===== src/cpk_pkg.sv =====
// Package of constants and types for the clock output gate and skew block
`default_nettype none

package cpk_pkg;

  // ==========================================================================
  // Sizes
  localparam int unsigned NUM_BANKS   = 5;
  localparam int unsigned SKEW_W      = 4;
  localparam int unsigned DIV_W       = 7;
  localparam int unsigned SKEW_MAX    = 15;
  localparam int unsigned LINE_DEPTH  = 2 * SKEW_MAX + 1;
  localparam int unsigned TAP_W       = 5;
  localparam int unsigned COARSE_DIV  = 2;
  localparam int unsigned DIV_MIN     = 2;
  localparam int unsigned DIV_MAX     = 80;

  // ==========================================================================
  // Unit delay figures, fine and coarse, in ps and in units per VCO period
  localparam int unsigned FINE_TU_MIN_PS   = 156;
  localparam int unsigned FINE_TU_MAX_PS   = 390;
  localparam int unsigned COARSE_TU_MIN_PS = 312;
  localparam int unsigned COARSE_TU_MAX_PS = 780;
  localparam int unsigned FINE_PER_VCO     = 8;
  localparam int unsigned COARSE_PER_VCO   = 4;

  // ==========================================================================
  // Register byte offsets
  localparam logic [7:0] CTRL_OFS      = 8'h00;
  localparam logic [7:0] STATUS_OFS    = 8'h04;
  localparam logic [7:0] BANK_BASE_OFS = 8'h10;

  // Control register fields
  localparam int unsigned CTRL_COARSE_BIT  = 0;
  localparam int unsigned CTRL_BYPASS_BIT  = 1;
  localparam int unsigned CTRL_INTFB_BIT   = 2;
  localparam int unsigned CTRL_FBSKEW_LSB  = 4;
  localparam logic [31:0] CTRL_MASK        = 32'h0000_00F7;
  localparam logic [31:0] CTRL_RST         = 32'h0000_0000;

  // Bank configuration fields
  localparam int unsigned BCFG_EN_A_LSB   = 0;
  localparam int unsigned BCFG_EN_B_LSB   = 2;
  localparam int unsigned BCFG_POL_A_BIT  = 4;
  localparam int unsigned BCFG_POL_B_BIT  = 5;
  localparam int unsigned BCFG_DIFF_BIT   = 6;
  localparam int unsigned BCFG_GATE_BIT   = 7;
  localparam int unsigned BCFG_SKEW_A_LSB = 8;
  localparam int unsigned BCFG_SKEW_B_LSB = 12;
  localparam int unsigned BCFG_DIV_LSB    = 16;
  localparam logic [31:0] BCFG_MASK       = 32'h007F_FFFF;
  localparam logic [31:0] BCFG_RST        = 32'h0008_0000;

  // Status register fields
  localparam int unsigned STAT_DRIVE_LSB  = 0;
  localparam int unsigned STAT_RUN_LSB    = 16;

  // AXI responses
  localparam logic [1:0] RESP_OKAY   = 2'b00;
  localparam logic [1:0] RESP_SLVERR = 2'b10;

  // ==========================================================================
  // Per-output enable behaviour
  typedef enum logic [1:0] {
    EN_ALWAYS = 2'b00,
    EN_NEVER  = 2'b01,
    EN_ON_X   = 2'b10,
    EN_ON_Y   = 2'b11
  } cpk_en_mode_t;

endpackage

`default_nettype wire


===== src/cpk_bank_if.sv =====
// Interface carrying configuration and status between control and one bank
`default_nettype none

interface cpk_bank_if;
  import cpk_pkg::*;

  logic                tick;
  logic                bypass;
  logic                int_fb;
  logic [SKEW_W-1:0]   fb_skew;
  logic [31:0]         cfg;
  logic                glb_en_n;
  logic                en_x_n;
  logic                en_y_n;
  logic                gate_in;
  logic [1:0]          drive_st;
  logic [1:0]          run_st;

  modport ctl  (output tick, bypass, int_fb, fb_skew, cfg, glb_en_n, en_x_n, en_y_n, gate_in,
                input  drive_st, run_st);
  modport bank (input  tick, bypass, int_fb, fb_skew, cfg, glb_en_n, en_x_n, en_y_n, gate_in,
                output drive_st, run_st);
endinterface

`default_nettype wire


===== src/cpk_top.sv =====
// Top of the clock output gate and skew block with its AXI4-Lite registers
`default_nettype none

module cpk_top
  import cpk_pkg::*;
#(
  parameter int unsigned NB = cpk_pkg::NUM_BANKS
) (
  // Clock and reset
  input  wire logic          aclk,
  input  wire logic          aresetn,
  // AXI4-Lite write address
  input  wire logic [7:0]    s_axi_awaddr,
  input  wire logic [2:0]    s_axi_awprot,
  input  wire logic          s_axi_awvalid,
  output logic               s_axi_awready,
  // AXI4-Lite write data
  input  wire logic [31:0]   s_axi_wdata,
  input  wire logic [3:0]    s_axi_wstrb,
  input  wire logic          s_axi_wvalid,
  output logic               s_axi_wready,
  // AXI4-Lite write response
  output logic [1:0]         s_axi_bresp,
  output logic               s_axi_bvalid,
  input  wire logic          s_axi_bready,
  // AXI4-Lite read address
  input  wire logic [7:0]    s_axi_araddr,
  input  wire logic [2:0]    s_axi_arprot,
  input  wire logic          s_axi_arvalid,
  output logic               s_axi_arready,
  // AXI4-Lite read data
  output logic [31:0]        s_axi_rdata,
  output logic [1:0]         s_axi_rresp,
  output logic               s_axi_rvalid,
  input  wire logic          s_axi_rready,
  // Enable and gate pins
  input  wire logic          global_out_en_n,
  input  wire logic          second_out_en_x_n,
  input  wire logic          second_out_en_y_n,
  input  wire logic          sync_clock_gate,
  // Clock outputs
  output logic [NB-1:0]      bank_out_a,
  output logic [NB-1:0]      bank_out_a_oe_n,
  output logic [NB-1:0]      bank_out_b,
  output logic [NB-1:0]      bank_out_b_oe_n
);
  import cpk_pkg::*;

  // ==========================================================================
  // Declarations
  logic [3:0]        pin_meta_q;
  logic [3:0]        pin_sync_q;
  logic              half_q;
  logic              tick;
  logic [31:0]       ctrl_q;
  logic [31:0]       bank_q [NB];
  logic [7:0]        awaddr_q;
  logic [31:0]       wdata_q;
  logic [3:0]        wstrb_q;
  logic              awready_q;
  logic              wready_q;
  logic              bvalid_q;
  logic [1:0]        bresp_q;
  logic              arready_q;
  logic              rvalid_q;
  logic [31:0]       rdata_q;
  logic [1:0]        rresp_q;
  logic              do_write;
  logic              wr_hit;
  logic              rd_hit;
  logic [31:0]       rd_word;
  logic [2*NB-1:0]   drive_all;
  logic [2*NB-1:0]   run_all;

  cpk_bank_if bif [NB] ();

  // ==========================================================================
  // Pin synchronisers, two flops before any logic reads the pins
  always_ff @(posedge aclk) begin
    if (!aresetn) begin
      pin_meta_q <= 4'h3;
      pin_sync_q <= 4'h3;
    end else begin
      pin_meta_q <= {sync_clock_gate, second_out_en_y_n, second_out_en_x_n, global_out_en_n};
      pin_sync_q <= pin_meta_q;
    end
  end

  // ==========================================================================
  // Unit tick: every cycle in fine mode every second cycle in coarse
  // mode, which is the extra halving ahead of the dividers
  always_ff @(posedge aclk) begin
    if (!aresetn) begin
      half_q <= 1'b0;
    end else begin
      half_q <= ~half_q;
    end
  end

  assign tick = ctrl_q[CTRL_COARSE_BIT] ? half_q : 1'b1;

  // ==========================================================================
  // Bank instances; every bank gets its own configuration word, shared by its outputs A and B
  for (genvar b = 0; b < NB; b++) begin : g_bank
    assign bif[b].tick     = tick;
    assign bif[b].bypass   = ctrl_q[CTRL_BYPASS_BIT];
    assign bif[b].int_fb   = ctrl_q[CTRL_INTFB_BIT];
    assign bif[b].fb_skew  = ctrl_q[CTRL_FBSKEW_LSB +: SKEW_W];
    assign bif[b].cfg      = bank_q[b];
    assign bif[b].glb_en_n = pin_sync_q[0];
    assign bif[b].en_x_n   = pin_sync_q[1];
    assign bif[b].en_y_n   = pin_sync_q[2];
    assign bif[b].gate_in  = pin_sync_q[3];
    assign drive_all[2*b +: 2] = bif[b].drive_st;
    assign run_all[2*b +: 2]   = bif[b].run_st;

    cpk_bank u_bank (
      .aclk       (aclk),
      .aresetn    (aresetn),
      .bif        (bif[b]),
      .out_a      (bank_out_a[b]),
      .out_a_oe_n (bank_out_a_oe_n[b]),
      .out_b      (bank_out_b[b]),
      .out_b_oe_n (bank_out_b_oe_n[b])
    );
  end

  // ==========================================================================
  // Address decode helpers
  function automatic logic is_bank(input logic [7:0] a);
    is_bank = (a >= BANK_BASE_OFS) && (a < BANK_BASE_OFS + 8'(4 * NB)) && (a[1:0] == 2'b00);
  endfunction

  function automatic logic [31:0] merge(input logic [31:0] old, input logic [31:0] nw,
                                        input logic [3:0] strb);
    logic [31:0] r;
    r = old;
    for (int i = 0; i < 4; i++) begin
      if (strb[i]) begin
        r[8*i +: 8] = nw[8*i +: 8];
      end
    end
    merge = r;
  endfunction

  assign wr_hit = (awaddr_q == CTRL_OFS) || is_bank(awaddr_q);
  assign rd_hit = (s_axi_araddr == CTRL_OFS) || (s_axi_araddr == STATUS_OFS) || is_bank(s_axi_araddr);

  // ==========================================================================
  // Write channels: address and data are taken in either order, then the
  // write happens once both are held and no response is pending
  always_ff @(posedge aclk) begin
    if (!aresetn) begin
      awready_q <= 1'b1;
      awaddr_q  <= 8'h00;
    end else if (s_axi_awvalid && awready_q) begin
      awready_q <= 1'b0;
      awaddr_q  <= s_axi_awaddr;
    end else if (bvalid_q && s_axi_bready) begin
      awready_q <= 1'b1;
    end
  end

  always_ff @(posedge aclk) begin
    if (!aresetn) begin
      wready_q <= 1'b1;
      wdata_q  <= 32'h0000_0000;
      wstrb_q  <= 4'h0;
    end else if (s_axi_wvalid && wready_q) begin
      wready_q <= 1'b0;
      wdata_q  <= s_axi_wdata;
      wstrb_q  <= s_axi_wstrb;
    end else if (bvalid_q && s_axi_bready) begin
      wready_q <= 1'b1;
    end
  end

  assign do_write = !awready_q && !wready_q && !bvalid_q;

  // Write response, error for unmapped or read-only offsets
  always_ff @(posedge aclk) begin
    if (!aresetn) begin
      bvalid_q <= 1'b0;
      bresp_q  <= RESP_OKAY;
    end else if (do_write) begin
      bvalid_q <= 1'b1;
      bresp_q  <= wr_hit ? RESP_OKAY : RESP_SLVERR;
    end else if (s_axi_bready) begin
      bvalid_q <= 1'b0;
    end
  end

  // Control register
  always_ff @(posedge aclk) begin
    if (!aresetn) begin
      ctrl_q <= CTRL_RST;
    end else if (do_write && awaddr_q == CTRL_OFS) begin
      ctrl_q <= merge(ctrl_q, wdata_q, wstrb_q) & CTRL_MASK;
    end
  end

  // Bank configuration registers; the bank raises dividers below DIV_MIN to DIV_MIN, other divider limits are left to software
  always_ff @(posedge aclk) begin
    if (!aresetn) begin
      for (int b = 0; b < NB; b++) begin
        bank_q[b] <= BCFG_RST;
      end
    end else if (do_write && is_bank(awaddr_q)) begin
      for (int b = 0; b < NB; b++) begin
        if (awaddr_q[7:2] == 6'((BANK_BASE_OFS >> 2) + 8'(b))) begin
          bank_q[b] <= merge(bank_q[b], wdata_q, wstrb_q) & BCFG_MASK;
        end
      end
    end
  end

  // ==========================================================================
  // Read path, one read in flight; status shows live drive and gate state
  always_comb begin
    rd_word = 32'h0000_0000;
    if (s_axi_araddr == CTRL_OFS) begin
      rd_word = ctrl_q;
    end else if (s_axi_araddr == STATUS_OFS) begin
      rd_word[STAT_DRIVE_LSB +: 2*NB] = drive_all;
      rd_word[STAT_RUN_LSB +: 2*NB]   = run_all;
    end else begin
      for (int b = 0; b < NB; b++) begin
        if (s_axi_araddr[7:2] == 6'((BANK_BASE_OFS >> 2) + 8'(b))) begin
          rd_word = bank_q[b];
        end
      end
    end
  end

  always_ff @(posedge aclk) begin
    if (!aresetn) begin
      arready_q <= 1'b1;
      rvalid_q  <= 1'b0;
      rdata_q   <= 32'h0000_0000;
      rresp_q   <= RESP_OKAY;
    end else if (s_axi_arvalid && arready_q) begin
      arready_q <= 1'b0;
      rvalid_q  <= 1'b1;
      rdata_q   <= rd_hit ? rd_word : 32'h0000_0000;
      rresp_q   <= rd_hit ? RESP_OKAY : RESP_SLVERR;
    end else if (rvalid_q && s_axi_rready) begin
      arready_q <= 1'b1;
      rvalid_q  <= 1'b0;
    end
  end

  // ==========================================================================
  // Bus outputs, all straight from flops
  assign s_axi_awready = awready_q;
  assign s_axi_wready  = wready_q;
  assign s_axi_bvalid  = bvalid_q;
  assign s_axi_bresp   = bresp_q;
  assign s_axi_arready = arready_q;
  assign s_axi_rvalid  = rvalid_q;
  assign s_axi_rdata   = rdata_q;
  assign s_axi_rresp   = rresp_q;

endmodule

`default_nettype wire


===== src/cpk_skew_line.sv =====
// Tapped delay line that delays one clock by a chosen number of unit ticks
`default_nettype none

module cpk_skew_line #(
  parameter int unsigned DEPTH = 31,
  parameter int unsigned SEL_W = 5
) (
  // Clock and reset
  input  wire logic             aclk,
  input  wire logic             aresetn,
  // Line control
  input  wire logic             tick,
  input  wire logic             din,
  input  wire logic [SEL_W-1:0] sel,
  // Delayed clock
  output logic                  tap
);

  logic [DEPTH-1:0] line_q;
  logic [SEL_W-1:0] sel_q;

  // ==========================================================================
  // Shift one stage per unit tick
  always_ff @(posedge aclk) begin
    if (!aresetn) begin
      line_q <= '0;
    end else if (tick) begin
      line_q <= {line_q[DEPTH-2:0], din};
    end
  end

  // Tap moves only while old and new taps both sit low, so no glitch
  always_ff @(posedge aclk) begin
    if (!aresetn) begin
      sel_q <= '0;
    end else if (!line_q[sel_q] && !line_q[sel]) begin
      sel_q <= sel;
    end
  end

  assign tap = line_q[sel_q];

endmodule

`default_nettype wire


===== src/cpk_bank.sv =====
// One output bank: divider, two skew lines, gating, polarity and enables
`default_nettype none

module cpk_bank (
  // Clock and reset
  input  wire logic aclk,
  input  wire logic aresetn,
  // Configuration and status
  cpk_bank_if.bank  bif,
  // Output pins
  output logic      out_a,
  output logic      out_a_oe_n,
  output logic      out_b,
  output logic      out_b_oe_n
);
  import cpk_pkg::*;

  logic [DIV_W-1:0]  div_cnt_q;
  logic [DIV_W-1:0]  div_val;
  logic              base_q;
  logic              diff;
  logic [1:0]        pol;
  logic [1:0]        tap;
  logic [1:0]        run_q;
  logic [1:0]        out_q;
  logic [1:0]        oe_n_q;
  logic [1:0]        drive;
  logic [SKEW_W-1:0] skew [2];
  cpk_en_mode_t      mode [2];

  // ==========================================================================
  // Field extraction; a differential pair shares skew and enable, B takes the inverse of polarity A
  assign diff    = bif.cfg[BCFG_DIFF_BIT];
  assign div_val = (bif.cfg[BCFG_DIV_LSB +: DIV_W] < DIV_W'(DIV_MIN)) ? DIV_W'(DIV_MIN)
                                                                      : bif.cfg[BCFG_DIV_LSB +: DIV_W];
  assign skew[0] = bif.cfg[BCFG_SKEW_A_LSB +: SKEW_W];
  assign skew[1] = diff ? skew[0] : bif.cfg[BCFG_SKEW_B_LSB +: SKEW_W];
  assign mode[0] = cpk_en_mode_t'(bif.cfg[BCFG_EN_A_LSB +: 2]);
  assign mode[1] = diff ? mode[0] : cpk_en_mode_t'(bif.cfg[BCFG_EN_B_LSB +: 2]);
  assign pol[0]  = bif.cfg[BCFG_POL_A_BIT];
  assign pol[1]  = diff ? ~pol[0] : bif.cfg[BCFG_POL_B_BIT];

  // ==========================================================================
  // Output divider counts unit ticks, so coarse halving reaches it too
  always_ff @(posedge aclk) begin
    if (!aresetn) begin
      div_cnt_q <= '0;
      base_q    <= 1'b0;
    end else if (bif.tick) begin
      div_cnt_q <= (div_cnt_q >= div_val - DIV_W'(1)) ? '0 : div_cnt_q + DIV_W'(1);
      base_q    <= (div_cnt_q < (div_val >> 1));
    end
  end

  // ==========================================================================
  // Per-output skew, gating and enable
  for (genvar o = 0; o < 2; o++) begin : g_out
    logic [TAP_W-1:0] sel;

    // Internal feedback shifts every tap back by the feedback skew
    always_comb begin
      if (bif.bypass) begin
        sel = '0;
      end else if (bif.int_fb) begin
        sel = TAP_W'(skew[o]) + TAP_W'(SKEW_MAX) - TAP_W'(bif.fb_skew);
      end else begin
        sel = TAP_W'(skew[o]);
      end
    end

    cpk_skew_line #(
      .DEPTH (LINE_DEPTH),
      .SEL_W (TAP_W)
    ) u_line (
      .aclk    (aclk),
      .aresetn (aresetn),
      .tick    (bif.tick),
      .din     (base_q),
      .sel     (sel),
      .tap     (tap[o])
    );

    // Enable decode from global, secondary pins and mode
    always_comb begin
      case (mode[o])
        EN_ALWAYS: drive[o] = 1'b1;
        EN_NEVER:  drive[o] = 1'b0;
        EN_ON_X:   drive[o] = !bif.en_x_n;
        EN_ON_Y:   drive[o] = !bif.en_y_n;
        default:   drive[o] = 1'b0;
      endcase
      drive[o] = drive[o] && !bif.glb_en_n;
    end

    // Gate state changes only while delayed clock is low, so no runt
    always_ff @(posedge aclk) begin
      if (!aresetn) begin
        run_q[o] <= 1'b0;
      end else if (!tap[o]) begin
        run_q[o] <= bif.cfg[BCFG_GATE_BIT] ? bif.gate_in : 1'b1;
      end
    end

    // Output level with polarity; stopped clock rests at polarity level
    always_ff @(posedge aclk) begin
      if (!aresetn) begin
        out_q[o]  <= 1'b0;
        oe_n_q[o] <= 1'b1;
      end else begin
        out_q[o]  <= pol[o] ^ (tap[o] & run_q[o]);
        oe_n_q[o] <= !drive[o];
      end
    end
  end

  assign out_a        = out_q[0];
  assign out_b        = out_q[1];
  assign out_a_oe_n   = oe_n_q[0];
  assign out_b_oe_n   = oe_n_q[1];
  assign bif.drive_st = ~oe_n_q;
  assign bif.run_st   = run_q;

endmodule

`default_nettype wire


===== config.mk =====
export PLATFORM = sky130hd
export DESIGN_NAME = cpk_top
export DESIGN_NICKNAME = d
export VERILOG_FILES = /design/src/cpk_pkg.sv /design/src/cpk_bank_if.sv /design/src/cpk_top.sv /design/src/cpk_skew_line.sv /design/src/cpk_bank.sv
export SDC_FILE = /design/constraint.sdc
export NUM_CORES = 1
export LEC_CHECK = 0
export ABC_CLOCK_PERIOD_IN_PS = 3900
export BUFFER_PORTS_ARGS = -buffer_cell sky130_fd_sc_hd__buf_2
export CORE_ASPECT_RATIO = 1.2
export CORE_MARGIN = 4
export CORE_UTILIZATION = 40
export DETAILED_ROUTE_END_ITERATION = 8
export PLACE_DENSITY = 0.67
export SYNTH_ARGS = -nofsm -noshare
export SYNTH_HDL_FRONTEND = slang
export SYNTH_SLANG_ARGS = --single-unit

===== constraint.sdc =====
create_clock -name aclk -period 3.9 [get_ports aclk]
set_clock_uncertainty 0.15 [all_clocks]
set_input_delay 0.195 -clock aclk [delete_from_list [all_inputs] [get_ports aclk]]
set_output_delay 0.195 -clock aclk [all_outputs]
set_load 0.02 [all_outputs]

==> flow_summary.rst <==
.. list-table::
   :header-rows: 1

   * - Metric
     - Value
   * - Gate count of the mapped netlist
     - roughly 2,900
   * - Number of cell rows
     - 105
   * - Violation count after the first detailed-route iteration
     - roughly 2,100
   * - Setup repair after global routing missed its margin
     - no
   * - HPWL after DPL
     - 54.4 mm
   * - Worst Max-Slew Pin Slew
     - approximately 1.1 ns
   * - Die W
     - roughly 250 um
   * - NumNets Final
     - roughly 3,200
   * - Number of buffers on the longest clock path
     - 3
   * - Post-detailed-route DRC marker count
     - 0
   * - Top cells by area in the synthesized netlist
     - dfxtp_1, edfxtp_1, mux4_2, nand2_1, a21oi_1
   * - Endpoints failing hold
     - 0
   * - Sequential element share of the synthesized area
     - around two fifths
   * - I/O pin count
     - 130
   * - Clock-pin slew reported for the worst setup and hold paths after clock tree synthesis
     - ~0.060 ns
   * - Sequential power share
     - 47.2%
   * - Synthesis-stage register bit count
     - 473
   * - Clock Latency Late Sink
     - between 0.6 and 0.7 ns
   * - Core occupancy in the finished layout
     - 45.6%
   * - Initial cell density of the core
     - between 40% and 50%
   * - Least setup slack across all paths after layout
     - about 0.12 ns
   * - Async set or reset register ratio after synthesis
     - 0%
   * - Final weighted congestion in routability-driven placement
     - about 0.90
   * - Deepest level of the CTS H-tree
     - 2
   * - Most frequently used cell type in the post-synthesis netlist
     - nand2_1
   * - Worst Hold Depth
     - 4
   * - Routed wire length
     - 75.6 mm
   * - Placed instance area
     - between 20,000 and 30,000 um2
   * - Clock tree from TritonCTS
     - yes
   * - Count of cells along the worst register-to-register path
     - 12
   * - Proportion of total power due to net switching
     - 25.8%
   * - Peak fanout along the critical path
     - 9
   * - Crit path time final
     - between 3 and 4 ns
   * - Element type at the critical path end
     - flop
   * - Number of antenna violations at the first check in global routing
     - 1
   * - Total grt overflow
     - 0
   * - Share of final-layout standard cells stronger than drive strength 1
     - around 16%
   * - Most common library cells after synthesis
     - nand2_1, dfxtp_1, a21oi_1, nor2_1, mux2i_1
   * - Total negative slack for setup checks
     - 0 ns
   * - Final-layout fill cell count
     - around 6,400
   * - Clk sinks
     - 473
   * - Largest voltage drop on the vdd net
     - roughly 0.00032 V
   * - Post-synth EDFFs
     - approximately 120
   * - Via count of the first global-routing pass
     - 21,700
   * - Antenna Violating Nets Remaining
     - 0
   * - Overall die area
     - between 70,000 and 80,000 um2
   * - Number of violations of the max-capacitance limit
     - 0
   * - Count of final setup violators
     - 0
   * - First-pass GRT wire length
     - about 120 mm
   * - Category of the most critical setup path
     - flop to flop
   * - Syn avg cell area
     - between 9 and 10 um2
   * - Via/cell ratio
     - about 5.7
   * - TritonCTS buffer count
     - 50
   * - Final Instance Area
     - roughly 31,000 um2
   * - Switching pwr
     - around 3 mW
   * - Clk network pwr share
     - ~43%
   * - Predominant post-synthesis flop cell
     - dfxtp_1
   * - Overall routing resource usage
     - approximately a fifth
   * - Post-synthesis cell type count
     - between 90 and 100
   * - Die Y-Extent
     - 296 um
   * - CTS root buffer
     - clkbuf_16
   * - Area share of the largest cell type after synthesis
     - between 20% and 30%
   * - Areal power density over the cells
     - ~360 nW/um2
   * - Final worst path period share
     - around 97%
   * - Post-CTS setup repair buffer count
     - 0
   * - Worst setup SP type
     - flop
   * - Routed wirelength normalized by instance count
     - approximately 19 um
   * - Placement-stage worst setup slack
     - 0.156 ns
   * - Length of the first detailed-routing pass in iterations
     - 5
   * - Status
     - finished clean
   * - Max Clk Rate
     - 0.265 GHz
   * - Internal cell power
     - between 8 and 9 mW
   * - Placeable core region
     - 68,600 um2
   * - Final number of max-transition violations
     - 0
   * - Arr. time, crit path
     - between 4 and 5 ns
   * - Largest net degree at the start of global routing
     - 95
   * - Max-slew headroom at the worst pin
     - between 20% and 30%
   * - Min-delay worst type
     - input port to flop
   * - Min Hold Slack
     - 0.0593 ns
   * - Data required time of the critical path
     - approximately 4.2 ns
   * - Port bufs
     - between 100 and 150
   * - Count of synthesis-stage warnings from yosys
     - 0
   * - Leak pwr
     - 11.5 nW
   * - Area delta synth->final
     - 12.7%
   * - Post-synth design cell area
     - around 28,000 um2
   * - DR vias
     - 22,400
   * - Power share of the combinational group
     - around a tenth
   * - Cell accounting for the most synthesized area
     - dfxtp_1
per-stage QoR:
step / power, mW / cells
2_1_floorplan: 6.26 / 2900
3_3_place_gp: 6.57 / 3785
3_5_place_dp: 6.59 / 3785
4_1_cts: 11.5 / 3928
5_1_grt: 11.8 / 3929
6_report: 11.4 / 3929
timing repair:
item	4_1_cts	5_1_grt
resized for setup	0	1
setup endpoints to repair	0	5
hold buffers	50	0
endpoints found under the hold margin	59	0
flip-flops by register name, summed over array words and instances, names as in the netlist, 8 cells and up:
signal                             cells
awaddr_q                               8
bank_q                               115
g_bank.u_bank.bif.run_st              10
g_bank.u_bank.div_cnt_q               35
g_bank.u_bank.g_out.u_line.line_q    155
g_bank.u_bank.g_out.u_line.sel_q      50
s_axi_rdata                           26
wdata_q                               23
layout make-up:
class | count | area [um2] | area share (%)
diodes | 1 | 2.50 | 0.00801
clock buffers | 62 | 1380 | 4.41
clock inverters | 31 | 290 | 0.929
inverters | 91 | 349 | 1.12
multi-input cells | 2140 | 15900 | 50.7
flip-flops and latches | 473 | 10600 | 34.0
well taps | 909 | 1140 | 3.64
repair buffers | 222 | 1610 | 5.14
metal layers:
metal | share of wire [%] | up-vias | GRT usage, % | routed length, um
met4 | 3.3 | 0 | 6.68 | 2520
met2 | 49 | 637 | 35.3 | 37200
li1 | - | 10700 | - | -
met5 | 0 | - | 0 | 0
met1 | 42 | 10900 | 26.2 | 31900
met3 | 5.3 | 153 | 2.66 | 3990
power groups by stage:
stage	clock network, mW	logic (mW)	registers, mW
2_1_floorplan	0	0.904	5.36
3_3_place_gp	0	1.10	5.47
3_5_place_dp	0	1.12	5.48
4_1_cts	4.93	1.16	5.37
5_1_grt	5.13	1.28	5.39
6_report	4.84	1.17	5.37
critical path: stages, from the launching register on:
cell and delay, ns:
edfxtp_1 0.50, mux2_4 0.35, ha_1 0.21, fa_1 0.41
xor2_1 0.18, a22o_1 0.35, buf_4 0.24, a211oi_1 0.24
a221o_1 0.19, o21ai_1 0.07, a31oi_2 0.21, o311ai_2 0.25
a32o_1 0.32
cells by family after synthesis:
logic type | Yosys count | share of synthesized area, %
xor gates and xnor gates | 68 | 2.15
muxes | 325 | 18.0
AOI/OAI and AO/OA | 678 | 16.1
adders and majority gates | 120 | 5.69
and+or+nand+nor | 941 | 15.1
other | 1 | 0.0135
DFF | 473 | 38.3
buffers and inverters | 287 | 4.70
final timing paths:
kind,start,end,slack (ns)
worst max-delay path,bank_q[0][29]$_SDFFCE_PP0P_,g_bank[1].u_bank.g_out[1].u_line.sel_q[4]$_SDFFE_PN0P_,0.12
worst min-delay path,s_axi_awvalid,s_axi_awready$_SDFFE_PN1P_,0.06
worst max register to register,bank_q[0][29]$_SDFFCE_PP0P_,g_bank[1].u_bank.g_out[1].u_line.sel_q[4]$_SDFFE_PN0P_,0.12
worst min register to register,pin_meta_q[1]$_SDFF_PN1_,pin_sync_q[1]$_SDFF_PN1_,0.26
cells in the final DEF, fill, tap and decap left out, drive strengths merged, types with 62 or more instances in the layout:
cell / Yosys / final
mux2i: 141 / 141
inv: 89 / 98
edfxtp: 115 / 115
buf: 84 / 172
mux4: 131 / 131
o21ai: 93 / 93
a21oi: 309 / 309
nor2: 166 / 166
ha: 110 / 110
dfxtp: 358 / 358
clkbuf: 112 / 62
nand2: 518 / 518
Note: power is estimated with default switching activity, not from simulation.
